`src/rtl/adr_pkg.sv`:
```
/*
  Package for the converter result, status and interrupt-enable block:
  register addresses, field positions, reset values and carrier types.
  Assumes a 32-bit APB with full byte addresses on paddr.
*/
package adr_pkg;

  // ------------------------------------------------------------
  // Register byte addresses
  // ------------------------------------------------------------
  localparam logic [31:0] ADR_CTRL_ADDR   = 32'he003_4000;
  localparam logic [31:0] ADR_GLOB_ADDR   = 32'he003_4004;
  localparam logic [31:0] ADR_INTEN_ADDR  = 32'he003_400c;
  localparam logic [31:0] ADR_CHAN0_ADDR  = 32'he003_4010;
  localparam logic [31:0] ADR_CHAN7_ADDR  = 32'he003_402c;
  localparam logic [31:0] ADR_STAT_ADDR   = 32'he003_4030;

  // ------------------------------------------------------------
  // Field positions and reset values
  // ------------------------------------------------------------
  localparam int          ADR_NCH         = 8;
  localparam int          ADR_RES_LSB     = 6;
  localparam int          ADR_CHN_LSB     = 24;
  localparam int          ADR_LOSS_BIT    = 30;
  localparam int          ADR_DONE_BIT    = 31;
  localparam int          ADR_STAT_LOSS   = 8;
  localparam int          ADR_STAT_IRQ    = 16;
  localparam int          ADR_GSEL_BIT    = 8;
  localparam logic [8:0]  ADR_INTEN_RST   = 9'h100;
  localparam logic [3:0]  ADR_CHAN_IDX0   = 4'h4;

  // ------------------------------------------------------------
  // Carrier types
  // ------------------------------------------------------------
  // One finished conversion from the analog core
  typedef struct packed {
    logic       valid;
    logic [2:0] chan;
    logic [9:0] value;
  } adr_conv_t;

  // Held global result
  typedef struct packed {
    logic       done;
    logic       loss;
    logic [2:0] chan;
    logic [9:0] value;
  } adr_glob_t;

endpackage

```
`src/rtl/adr_result_status.sv`:
```
/*
  Result, status and interrupt-enable logic of an 8-channel 10-bit
  converter, as an APB slave with zero wait states.
  Assumes the analog core and the trigger logic run on mclk and hand
  each finished conversion over as a one-cycle valid pulse, and that
  the control register lives outside and reacts to ctrl_write.
*/
// Register access over APB was chosen for this implementation.
// Functional notes
// - Result fraction in global bits 15:6
// - Source channel number in bits 26:24
// - Burst loss flag bit 30, read clears
// - Completion flag bit 31 on finish
// - Result read or control write clears completion
// - Control write while busy sets completion, restarts
// - Status bits 7:0 mirror channel completion
// - Status bits 15:8 mirror channel loss
// - Status bit 16: enabled completion present
// - Enable bit n gates channel n, reset 0
// - Enable bit 8 selects global flag, reset 1
// - Interrupt follows completion, read negates it
`timescale 1ns/1ps

module adr_result_status (
  input  wire logic              mclk,
  input  wire logic              rst_n,
  input  wire logic              psel,
  input  wire logic              penable,
  input  wire logic              pwrite,
  input  wire logic [31:0]       paddr,
  input  wire logic [31:0]       pwdata,
  output logic                   pready,
  output logic [31:0]            prdata,
  output logic                   pslverr,
  input  wire adr_pkg::adr_conv_t conv,
  input  wire logic              conv_busy,
  input  wire logic              burst_mode,
  output logic                   ctrl_write,
  output logic                   irq
);

  // ------------------------------------------------------------
  // State
  // ------------------------------------------------------------
  adr_pkg::adr_glob_t glob_ff;
  adr_pkg::adr_glob_t nxt_glob;
  logic [9:0]         ch_value_ff [adr_pkg::ADR_NCH];
  logic [9:0]         nxt_ch_value [adr_pkg::ADR_NCH];
  logic [7:0]         ch_done_ff;
  logic [7:0]         nxt_ch_done;
  logic [7:0]         ch_loss_ff;
  logic [7:0]         nxt_ch_loss;
  logic [8:0]         inten_ff;
  logic [8:0]         nxt_inten;
  logic               stale_ff;
  logic               nxt_stale;
  logic [31:0]        prdata_ff;
  logic [31:0]        nxt_prdata;
  logic               ctrl_write_ff;
  logic               irq_ff;
  logic               nxt_irq;

  // ------------------------------------------------------------
  // Bus decode
  // ------------------------------------------------------------
  logic       setup;
  logic       acc;
  logic       hit_ctrl;
  logic       hit_glob;
  logic       hit_inten;
  logic       hit_stat;
  logic       hit_chan;
  logic [2:0] chan_idx;
  logic       mapped;
  logic       rd_glob;
  logic       wr_ctrl;
  logic       rd_stat;
  logic [7:0] rd_chan;
  logic       irq_flag;
  logic [31:0] rd_mux;

  // Address match; channel registers sit one word apart
  always_comb
  begin
    setup     = psel & ~penable;
    acc       = psel & penable;
    hit_ctrl  = paddr == adr_pkg::ADR_CTRL_ADDR;
    hit_glob  = paddr == adr_pkg::ADR_GLOB_ADDR;
    hit_inten = paddr == adr_pkg::ADR_INTEN_ADDR;
    hit_stat  = paddr == adr_pkg::ADR_STAT_ADDR;
    hit_chan  = (paddr >= adr_pkg::ADR_CHAN0_ADDR) &&
                (paddr <= adr_pkg::ADR_CHAN7_ADDR) &&
                (paddr[1:0] == 2'h0);
    chan_idx  = 3'(paddr[5:2] - adr_pkg::ADR_CHAN_IDX0);
    mapped    = hit_ctrl | hit_glob | hit_inten | hit_stat | hit_chan;
  end

  // Clearing reads are suppressed when a result landed after the
  // read data was sampled, so no unseen completion is ever wiped
  always_comb
  begin
    rd_glob = acc & ~pwrite & hit_glob & ~stale_ff;
    wr_ctrl = acc & pwrite & hit_ctrl;
    rd_stat = acc & ~pwrite & hit_stat;
    rd_chan = '0;
    if (acc && !pwrite && hit_chan && !stale_ff)
    begin
      rd_chan[chan_idx] = 1'b1;
    end
  end

  // Zero wait states; unmapped words answer with an error
  assign pready  = 1'b1;
  assign pslverr = acc & ~mapped;
  assign prdata  = prdata_ff;

  // ------------------------------------------------------------
  // Read data
  // ------------------------------------------------------------
  // Enabled completion summary for status bit 16
  assign irq_flag = |(ch_done_ff & inten_ff[7:0]);

  // Read word built from held state; reserved bits read as zero
  always_comb
  begin
    rd_mux = '0;
    if (hit_glob)
    begin
      rd_mux[adr_pkg::ADR_RES_LSB +: 10] = glob_ff.value;
      rd_mux[adr_pkg::ADR_CHN_LSB +: 3]  = glob_ff.chan;
      rd_mux[adr_pkg::ADR_LOSS_BIT]      = glob_ff.loss;
      rd_mux[adr_pkg::ADR_DONE_BIT]      = glob_ff.done;
    end
    else if (hit_chan)
    begin
      rd_mux[adr_pkg::ADR_RES_LSB +: 10] = ch_value_ff[chan_idx];
      rd_mux[adr_pkg::ADR_LOSS_BIT]      = ch_loss_ff[chan_idx];
      rd_mux[adr_pkg::ADR_DONE_BIT]      = ch_done_ff[chan_idx];
    end
    else if (hit_inten)
    begin
      rd_mux[8:0] = inten_ff;
    end
    else if (hit_stat)
    begin
      rd_mux[7:0]                        = ch_done_ff;
      rd_mux[adr_pkg::ADR_STAT_LOSS +: 8] = ch_loss_ff;
      rd_mux[adr_pkg::ADR_STAT_IRQ]      = irq_flag;
    end
  end

  // Sample in setup, hold through access; note late arrivals
  always_comb
  begin
    nxt_prdata = setup ? rd_mux : prdata_ff;
    nxt_stale  = setup ? conv.valid : stale_ff;
  end

  // ------------------------------------------------------------
  // Global result
  // ------------------------------------------------------------
  // A new result or a restart sets completion over any clear
  always_comb
  begin
    nxt_glob = glob_ff;
    if (rd_glob || wr_ctrl)
    begin
      nxt_glob.done = 1'b0;
    end
    if (rd_glob)
    begin
      nxt_glob.loss = 1'b0;
    end
    if (conv.valid)
    begin
      nxt_glob.value = conv.value;
      nxt_glob.chan  = conv.chan;
      nxt_glob.done  = 1'b1;
      nxt_glob.loss  = burst_mode & glob_ff.done & ~rd_glob;
    end
    if (wr_ctrl && conv_busy)
    begin
      nxt_glob.done = 1'b1;
    end
  end

  always_ff @(posedge mclk or negedge rst_n)
  begin
    if (!rst_n)
    begin
      glob_ff   <= '0;
      prdata_ff <= '0;
      stale_ff  <= 1'b0;
    end
    else
    begin
      glob_ff   <= nxt_glob;
      prdata_ff <= nxt_prdata;
      stale_ff  <= nxt_stale;
    end
  end

  // ------------------------------------------------------------
  // Per-channel results
  // ------------------------------------------------------------
  // Status reads never touch these flags
  for (genvar n = 0; n < adr_pkg::ADR_NCH; n++)
  begin : g_ch
    logic hit;
    assign hit = conv.valid && (conv.chan == 3'(n));
    always_comb
    begin
      nxt_ch_value[n] = hit ? conv.value : ch_value_ff[n];
      nxt_ch_done[n]  = (ch_done_ff[n] & ~rd_chan[n]) | hit;
      nxt_ch_loss[n]  = hit ? (burst_mode & ch_done_ff[n] & ~rd_chan[n]) :
                              (ch_loss_ff[n] & ~rd_chan[n]);
    end

    always_ff @(posedge mclk or negedge rst_n)
    begin
      if (!rst_n)
      begin
        ch_value_ff[n] <= '0;
        ch_done_ff[n]  <= 1'b0;
        ch_loss_ff[n]  <= 1'b0;
      end
      else
      begin
        ch_value_ff[n] <= nxt_ch_value[n];
        ch_done_ff[n]  <= nxt_ch_done[n];
        ch_loss_ff[n]  <= nxt_ch_loss[n];
      end
    end
  end

  // ------------------------------------------------------------
  // Interrupt enable and request
  // ------------------------------------------------------------
  // Software keeps reserved bits zero, so only 8:0 are stored
  always_comb
  begin
    nxt_inten = inten_ff;
    if (acc && pwrite && hit_inten)
    begin
      nxt_inten = pwdata[8:0];
    end
    nxt_irq = inten_ff[adr_pkg::ADR_GSEL_BIT] ? glob_ff.done : irq_flag;
  end

  always_ff @(posedge mclk or negedge rst_n)
  begin
    if (!rst_n)
    begin
      inten_ff      <= adr_pkg::ADR_INTEN_RST;
      irq_ff        <= 1'b0;
      ctrl_write_ff <= 1'b0;
    end
    else
    begin
      inten_ff      <= nxt_inten;
      irq_ff        <= nxt_irq;
      ctrl_write_ff <= wr_ctrl;
    end
  end

  // Registered, so both lag their cause by one cycle
  assign irq        = irq_ff;
  assign ctrl_write = ctrl_write_ff;

  // ------------------------------------------------------------
  // Checks
  // ------------------------------------------------------------
  property p_res_load;
    @(posedge mclk) disable iff (!rst_n)
    conv.valid |=> glob_ff.value == $past(conv.value);
  endproperty
  a_res_load: assert property (p_res_load)
    else $error("result not loaded");

  property p_chn_load;
    @(posedge mclk) disable iff (!rst_n)
    conv.valid ##1 (setup && hit_glob) |=>
      prdata[adr_pkg::ADR_CHN_LSB +: 3] == $past(conv.chan, 2);
  endproperty
  a_chn_load: assert property (p_chn_load)
    else $error("channel field wrong");

  property p_loss;
    @(posedge mclk) disable iff (!rst_n)
    conv.valid && burst_mode && glob_ff.done && !rd_glob |=> glob_ff.loss;
  endproperty
  a_loss: assert property (p_loss)
    else $error("loss not flagged");

  property p_done_set;
    @(posedge mclk) disable iff (!rst_n)
    conv.valid |=> glob_ff.done;
  endproperty
  a_done_set: assert property (p_done_set)
    else $error("done not set");

  property p_done_clr;
    @(posedge mclk) disable iff (!rst_n)
    (rd_glob || (wr_ctrl && !conv_busy)) && !conv.valid |=> !glob_ff.done;
  endproperty
  a_done_clr: assert property (p_done_clr)
    else $error("done not cleared");

  property p_restart;
    @(posedge mclk) disable iff (!rst_n)
    wr_ctrl && conv_busy |=> glob_ff.done && ctrl_write;
  endproperty
  a_restart: assert property (p_restart)
    else $error("restart not flagged");

  property p_stat_irq;
    @(posedge mclk) disable iff (!rst_n)
    setup && hit_stat |=>
      prdata[adr_pkg::ADR_STAT_IRQ] == |($past(ch_done_ff) & $past(inten_ff[7:0]));
  endproperty
  a_stat_irq: assert property (p_stat_irq)
    else $error("status irq bit wrong");

  property p_irq;
    @(posedge mclk) disable iff (!rst_n)
    inten_ff[adr_pkg::ADR_GSEL_BIT] && rd_glob && !conv.valid ##1
      inten_ff[adr_pkg::ADR_GSEL_BIT] |=> !irq;
  endproperty
  a_irq: assert property (p_irq)
    else $error("irq not negated");

  property p_stat_pure;
    @(posedge mclk) disable iff (!rst_n)
    rd_stat && !conv.valid |=> ch_done_ff == $past(ch_done_ff);
  endproperty
  a_stat_pure: assert property (p_stat_pure)
    else $error("status read changed flags");
endmodule
```
`config.mk`:
```
export PLATFORM = sky130hd
export DESIGN_NAME = adr_result_status
export DESIGN_NICKNAME = d
export VERILOG_FILES = /design/src/rtl/adr_pkg.sv /design/src/rtl/adr_result_status.sv
export SDC_FILE = /design/constraint.sdc
export NUM_CORES = 1
export LEC_CHECK = 0
export ABC_AREA = 1
export BUFFER_PORTS_ARGS = -buffer_cell sky130_fd_sc_hd__buf_2
export CORE_MARGIN = 2
export CORE_UTILIZATION = 50
export CTS_CLUSTER_DIAMETER = 30
export DETAILED_ROUTE_END_ITERATION = 16
export PLACE_DENSITY = 0.73
export RECOVER_POWER = 25
export SYNTH_ARGS = -nofsm -noshare
export SYNTH_HDL_FRONTEND = slang
export SYNTH_SLANG_ARGS = --single-unit
```
`constraint.sdc`:
```
create_clock -name mclk -period 2.19 [get_ports mclk]
set_clock_uncertainty 0.15 [all_clocks]
set_input_delay 0.438 -clock mclk [delete_from_list [all_inputs] [get_ports mclk]]
set_output_delay 0.438 -clock mclk [all_outputs]
set_load 0.01 [all_outputs]
```
# == Yosys cells after proc, flatten, opt, wreduce, memory -nomap -nowiden ==
# Index checks and enable logic that the tools add are counted.
# word_totals
latch_bits,0
ram_bits,0
rom_bits,0
word_cells,179
mem_count,0
out_inout_bits,36
regBits,145
# op_classes
n_shift,0
div,0
n_lt_le_gt_ge,5
mux,35
multipliers,0
eq_ne,11
bitwise_logic,69
reduce_logical,25
n_addsub,1
# op_table
cell,count
"32-bit == test, second input constant",4
1-bit AND,42
10-bit two-way mux,4
"32-bit greater-or-equal comparator, second input constant",1
"32-bit less-or-equal comparator, second input constant",1
10-bit binary-select mux with 3-bit select,1
1-bit logical AND,17
1-bit two-way mux,17
17-bit two-way mux,1
8-bit two-way mux,2
15-bit two-way mux,1
1-bit inverter,13
"3-bit == test, second input constant",4
6-bit two-way mux,2
1-bit OR,12
9-bit two-way mux,1
8-bit AND,1
8-bit OR reduction,1
1-bit binary-select mux with 3-bit select,2
"3-bit by 2-bit == test with 1-bit output, second input constant",2
"4-bit greater-or-equal comparator, second input constant",1
"3-bit by 4-bit less-than comparator with 1-bit output, second input constant",1
2-bit two-way mux,2
3-bit inverter with 4-bit output,1
11 further kinds,12

# == Depth between registers and ports, before layout ==
# depth
ltp_word,9
ltp_mapped,13
depth_no_buf,11

# == Worst setup path before layout ==
# OpenSTA, ideal clock, no wires.
# synth_timing
path_kind,input port to output port
startpoint,input paddr[7]
endpoint,output pslverr
path_stages,8
setup_slack_ns,0.142
required_time_ns,1.602
t_arrival_ns,1.460
path_buffers,1
cell_sequence,nor2_1 -> nand3_2 -> inv_2 -> nor3_2 -> nand3_2 -> buf_2 -> nand3_1 -> nor2_1
# synth_via
elab_chain_cells,7
word_cells_on_any_way,14
# synth_lines
element,line_no,source
"start, declared",adr_result_status.sv:30,"input wire logic [31:0] paddr,"
branches (longest 4 deep; another with 32-bit greater-or-equal comparator),-,
1-bit OR *,adr_result_status.sv:95,mapped = hit_ctrl | hit_glob | hit_inten | hit_stat | hit_chan;
1-bit inverter *,adr_result_status.sv:114,assign pslverr = acc & ~mapped;
1-bit AND *,adr_result_status.sv:114,
"end, declared",adr_result_status.sv:34,"output logic pslverr,"
# Mark *: on every way between the ends.

# == Final worst setup path ==
# layout_timing
startpoint,input paddr[13]
endpoint,output pslverr
# The elaborated chain is that of the path after synthesis.

==> out/summary.txt <==
Status - complete, no violations
Met2 WL - 9.46 mm
Seq cells post-synth - 145
Largest net degree at the start of global routing - 55
WHS Path Cells - 3
IO Pins - 121
Syn avg cell area - 7.64 µm²
Worst R2R Path Depth - 6
Total number of yosys warnings - 0
Slew headroom - 0.232
Final hold slack - 0.0954 ns
H-Tree Depth - 4
CTS tree - yes
Setup Crit Path Kind - in2out
CTS buffer count - 17
Slew Limit Fails - 0
Setup TNS - 0 ns
Number of synthesized flops with an enable pin - 0
Drt drc - 0
Clk slew on worst S/H paths - 0.06 ns
Commonest non-fill, non-tap cell in the layout - nand2_1
Wire per inst - 15.5 µm
Worst Setup End Kind - output pin
DR vias/cell - 5.29
Hold wc startpoint - pwdata[3]
Die Area - 15800 µm²
Final setup vio count - 0
Sink Count - 145
Worst Path Required - 1.60 ns
Cell variety after synth - 39
Commonest cells after routing, fill and taps aside - 300 x nand2_1, 144 x dfrtp_1, 109 x inv_1
FFs w/ async S/R, synth - 1.00
Worst skew pair latency - 0.43 ns
Worst-Margin Slew - 1.15 ns
Highest routed metal layer - met4
RR Endpoint - ch_loss_ff[4]$_DFF_PN0_
Num rows - 44
Aggregate global-route resource usage - 0.261
Reg2reg start - stale_ff$_DFFE_PN0P_
DR vias - 6652
Peak VDD IR - 662 µV
Horiz. Die Dim - 126 µm
Initial core utilization - 0.511
Hold Path Class - in2reg
Final nets - 1146
Crit path arrival time - 1.56 ns
Pwr dens - 815 nW/µm²
Hold Vio Cnt, Final - 0
Clock root buffer - clkbuf_16
Core Area - 14500 µm²
Ys flop type - dfrtp_1
M1 wire length - 8.35 mm
Startpoint Class - input pin
Sequential cell area fraction in the yosys report - 0.490
Max Freq - 465 MHz
Inserted Diodes - 0
GR Overflow Total - 0
Cell Area, Synth - 7400 µm²
Antenna Nets Post-Route - 0
Tcrit/Tclk final - 0.981
Antenna violations before repair - 0
Total Routed Length - 19.6 mm
DP Wirelength - 13.5 mm
Crit-path max FO - 3
Area grow syn2layout - 17.6%
Vias in the first global route - 6568
Die H - 126 µm
First-pass GRT wire length - 32.6 mm
Endpoint, Worst Hold - inten_ff[3]$_DFFE_PN0P_
Synthesized instance count - 969
I/O Buffers - 86
Starting DRT DRC Count - 481
Routed length on met3 - 1.23 mm
Max-cap violations - 0
Longest Clk Path Bufs - 2
Lkg Pwr - 4.44 nW
Gp weighted congestion - 0.974
Min cycle time layout - 2.15 ns
Layout cells sized above 1 - 0.181
Reg2Reg Setup Slack - 0.68 ns
Drt pass-1 iters - 5
metal layers:
layer,global-route usage,vias up
li1,-,3247
met5,0,-
met3,0.0493,42
met2,0.438,224
met1,0.333,3139
met4,0.110,0
metrics by stage:
step	worst slack (ns)	std cells	instance area [µm²]	power, W	util
after CTS	0.0280	1258	8700	0.00712	0.601
after global placement	0.00990	1225	8100	0.00423	0.560
after global routing	-0.00895	1258	8710	0.00745	0.601
final	0.0415	1258	8710	0.00709	0.601
after floorplan	0.142	978	7430	0.00390	-
after detailed placement	-0.0303	1225	8100	0.00426	0.560
area by class of cell:
cell class,count,area [µm²]
Multi-Input combinational cell,659,3090
Fill cell,1302,5770
Timing Repair Buffer,121,739
Tap cell,184,230
Sequential cell,145,3630
Inverter,117,439
Clock buffer,21,460
Clock inverter,11,119
critical path: stages:
cell     delay [ns]
buf_2          0.11
or2_4          0.26
nor2_4         0.12
nand2_4        0.07
nor2_8         0.09
nand2_4        0.05
inv_2          0.07
nand2_2        0.07
nand3_1        0.09
nor2_2         0.06
buf_2          0.13
logic make-up after synthesis:
logic type,count (synthesis),share of synthesized area
other,2,0.00101
AO/OA/AOI/OAI,169,0.129
flip-flops,145,0.490
buffers and inverters,174,0.102
AND/OR/NAND/NOR,479,0.277
where the power goes:
group | internal [W] | switching, W
combinational | 0.000371 | 0.000619
sequential | 0.00306 | 0.000177
clock | 0.00165 | 0.00121
worst max path at each step:
stage	startpoint	to
after CTS	paddr[13]	pslverr
after global placement	paddr[11]	pslverr
after floorplan	paddr[7]	pslverr
final	paddr[13]	pslverr
after detailed placement	paddr[11]	pslverr
after global routing	paddr[21]	pslverr
synthesized netlist by cell type (2+ instances only):
cell type | instances | area [µm²]
a21oi_1 | 13 | 65.1
a21oi_2 | 13 | 114
buf_2 | 14 | 70.1
buf_4 | 17 | 128
buf_6 | 3 | 33.8
clkbuf_1 | 23 | 86.3
conb_1 | 2 | 7.51
dfrtp_1 | 144 | 3600
inv_1 | 110 | 413
inv_2 | 6 | 22.5
nand2_1 | 302 | 1130
nand2_2 | 3 | 18.8
nand3_1 | 64 | 320
nand3_2 | 3 | 30.0
nand4_1 | 17 | 106
nor2_1 | 70 | 263
nor2_2 | 4 | 25.0
nor2_4 | 4 | 45.0
nor3_1 | 3 | 15.0
nor3_2 | 2 | 20.0
o211ai_1 | 6 | 45.0
o21ai_0 | 107 | 536
o21ai_1 | 11 | 55.1
o21bai_1 | 2 | 15.0
o221ai_1 | 4 | 35.0
o22ai_1 | 7 | 43.8
o31ai_1 | 3 | 22.5
registers in the layout, summed over array words and instances, names as in the netlist:
signal	cells
irq	1
inten_ff	9
prdata	22
ch_done_ff	8
glob_ff	15
stale_ff	1
ch_loss_ff	8
ch_value_ff	80
ctrl_write	1
repair_timing:
item	CTS	global route
gates resized for setup	3	10
hold endpoints to repair	42	0
endpoints found under the setup margin	1	1
hold buffers	1	0
setup buffers	0	0
(Power assumes the default switching activity.)
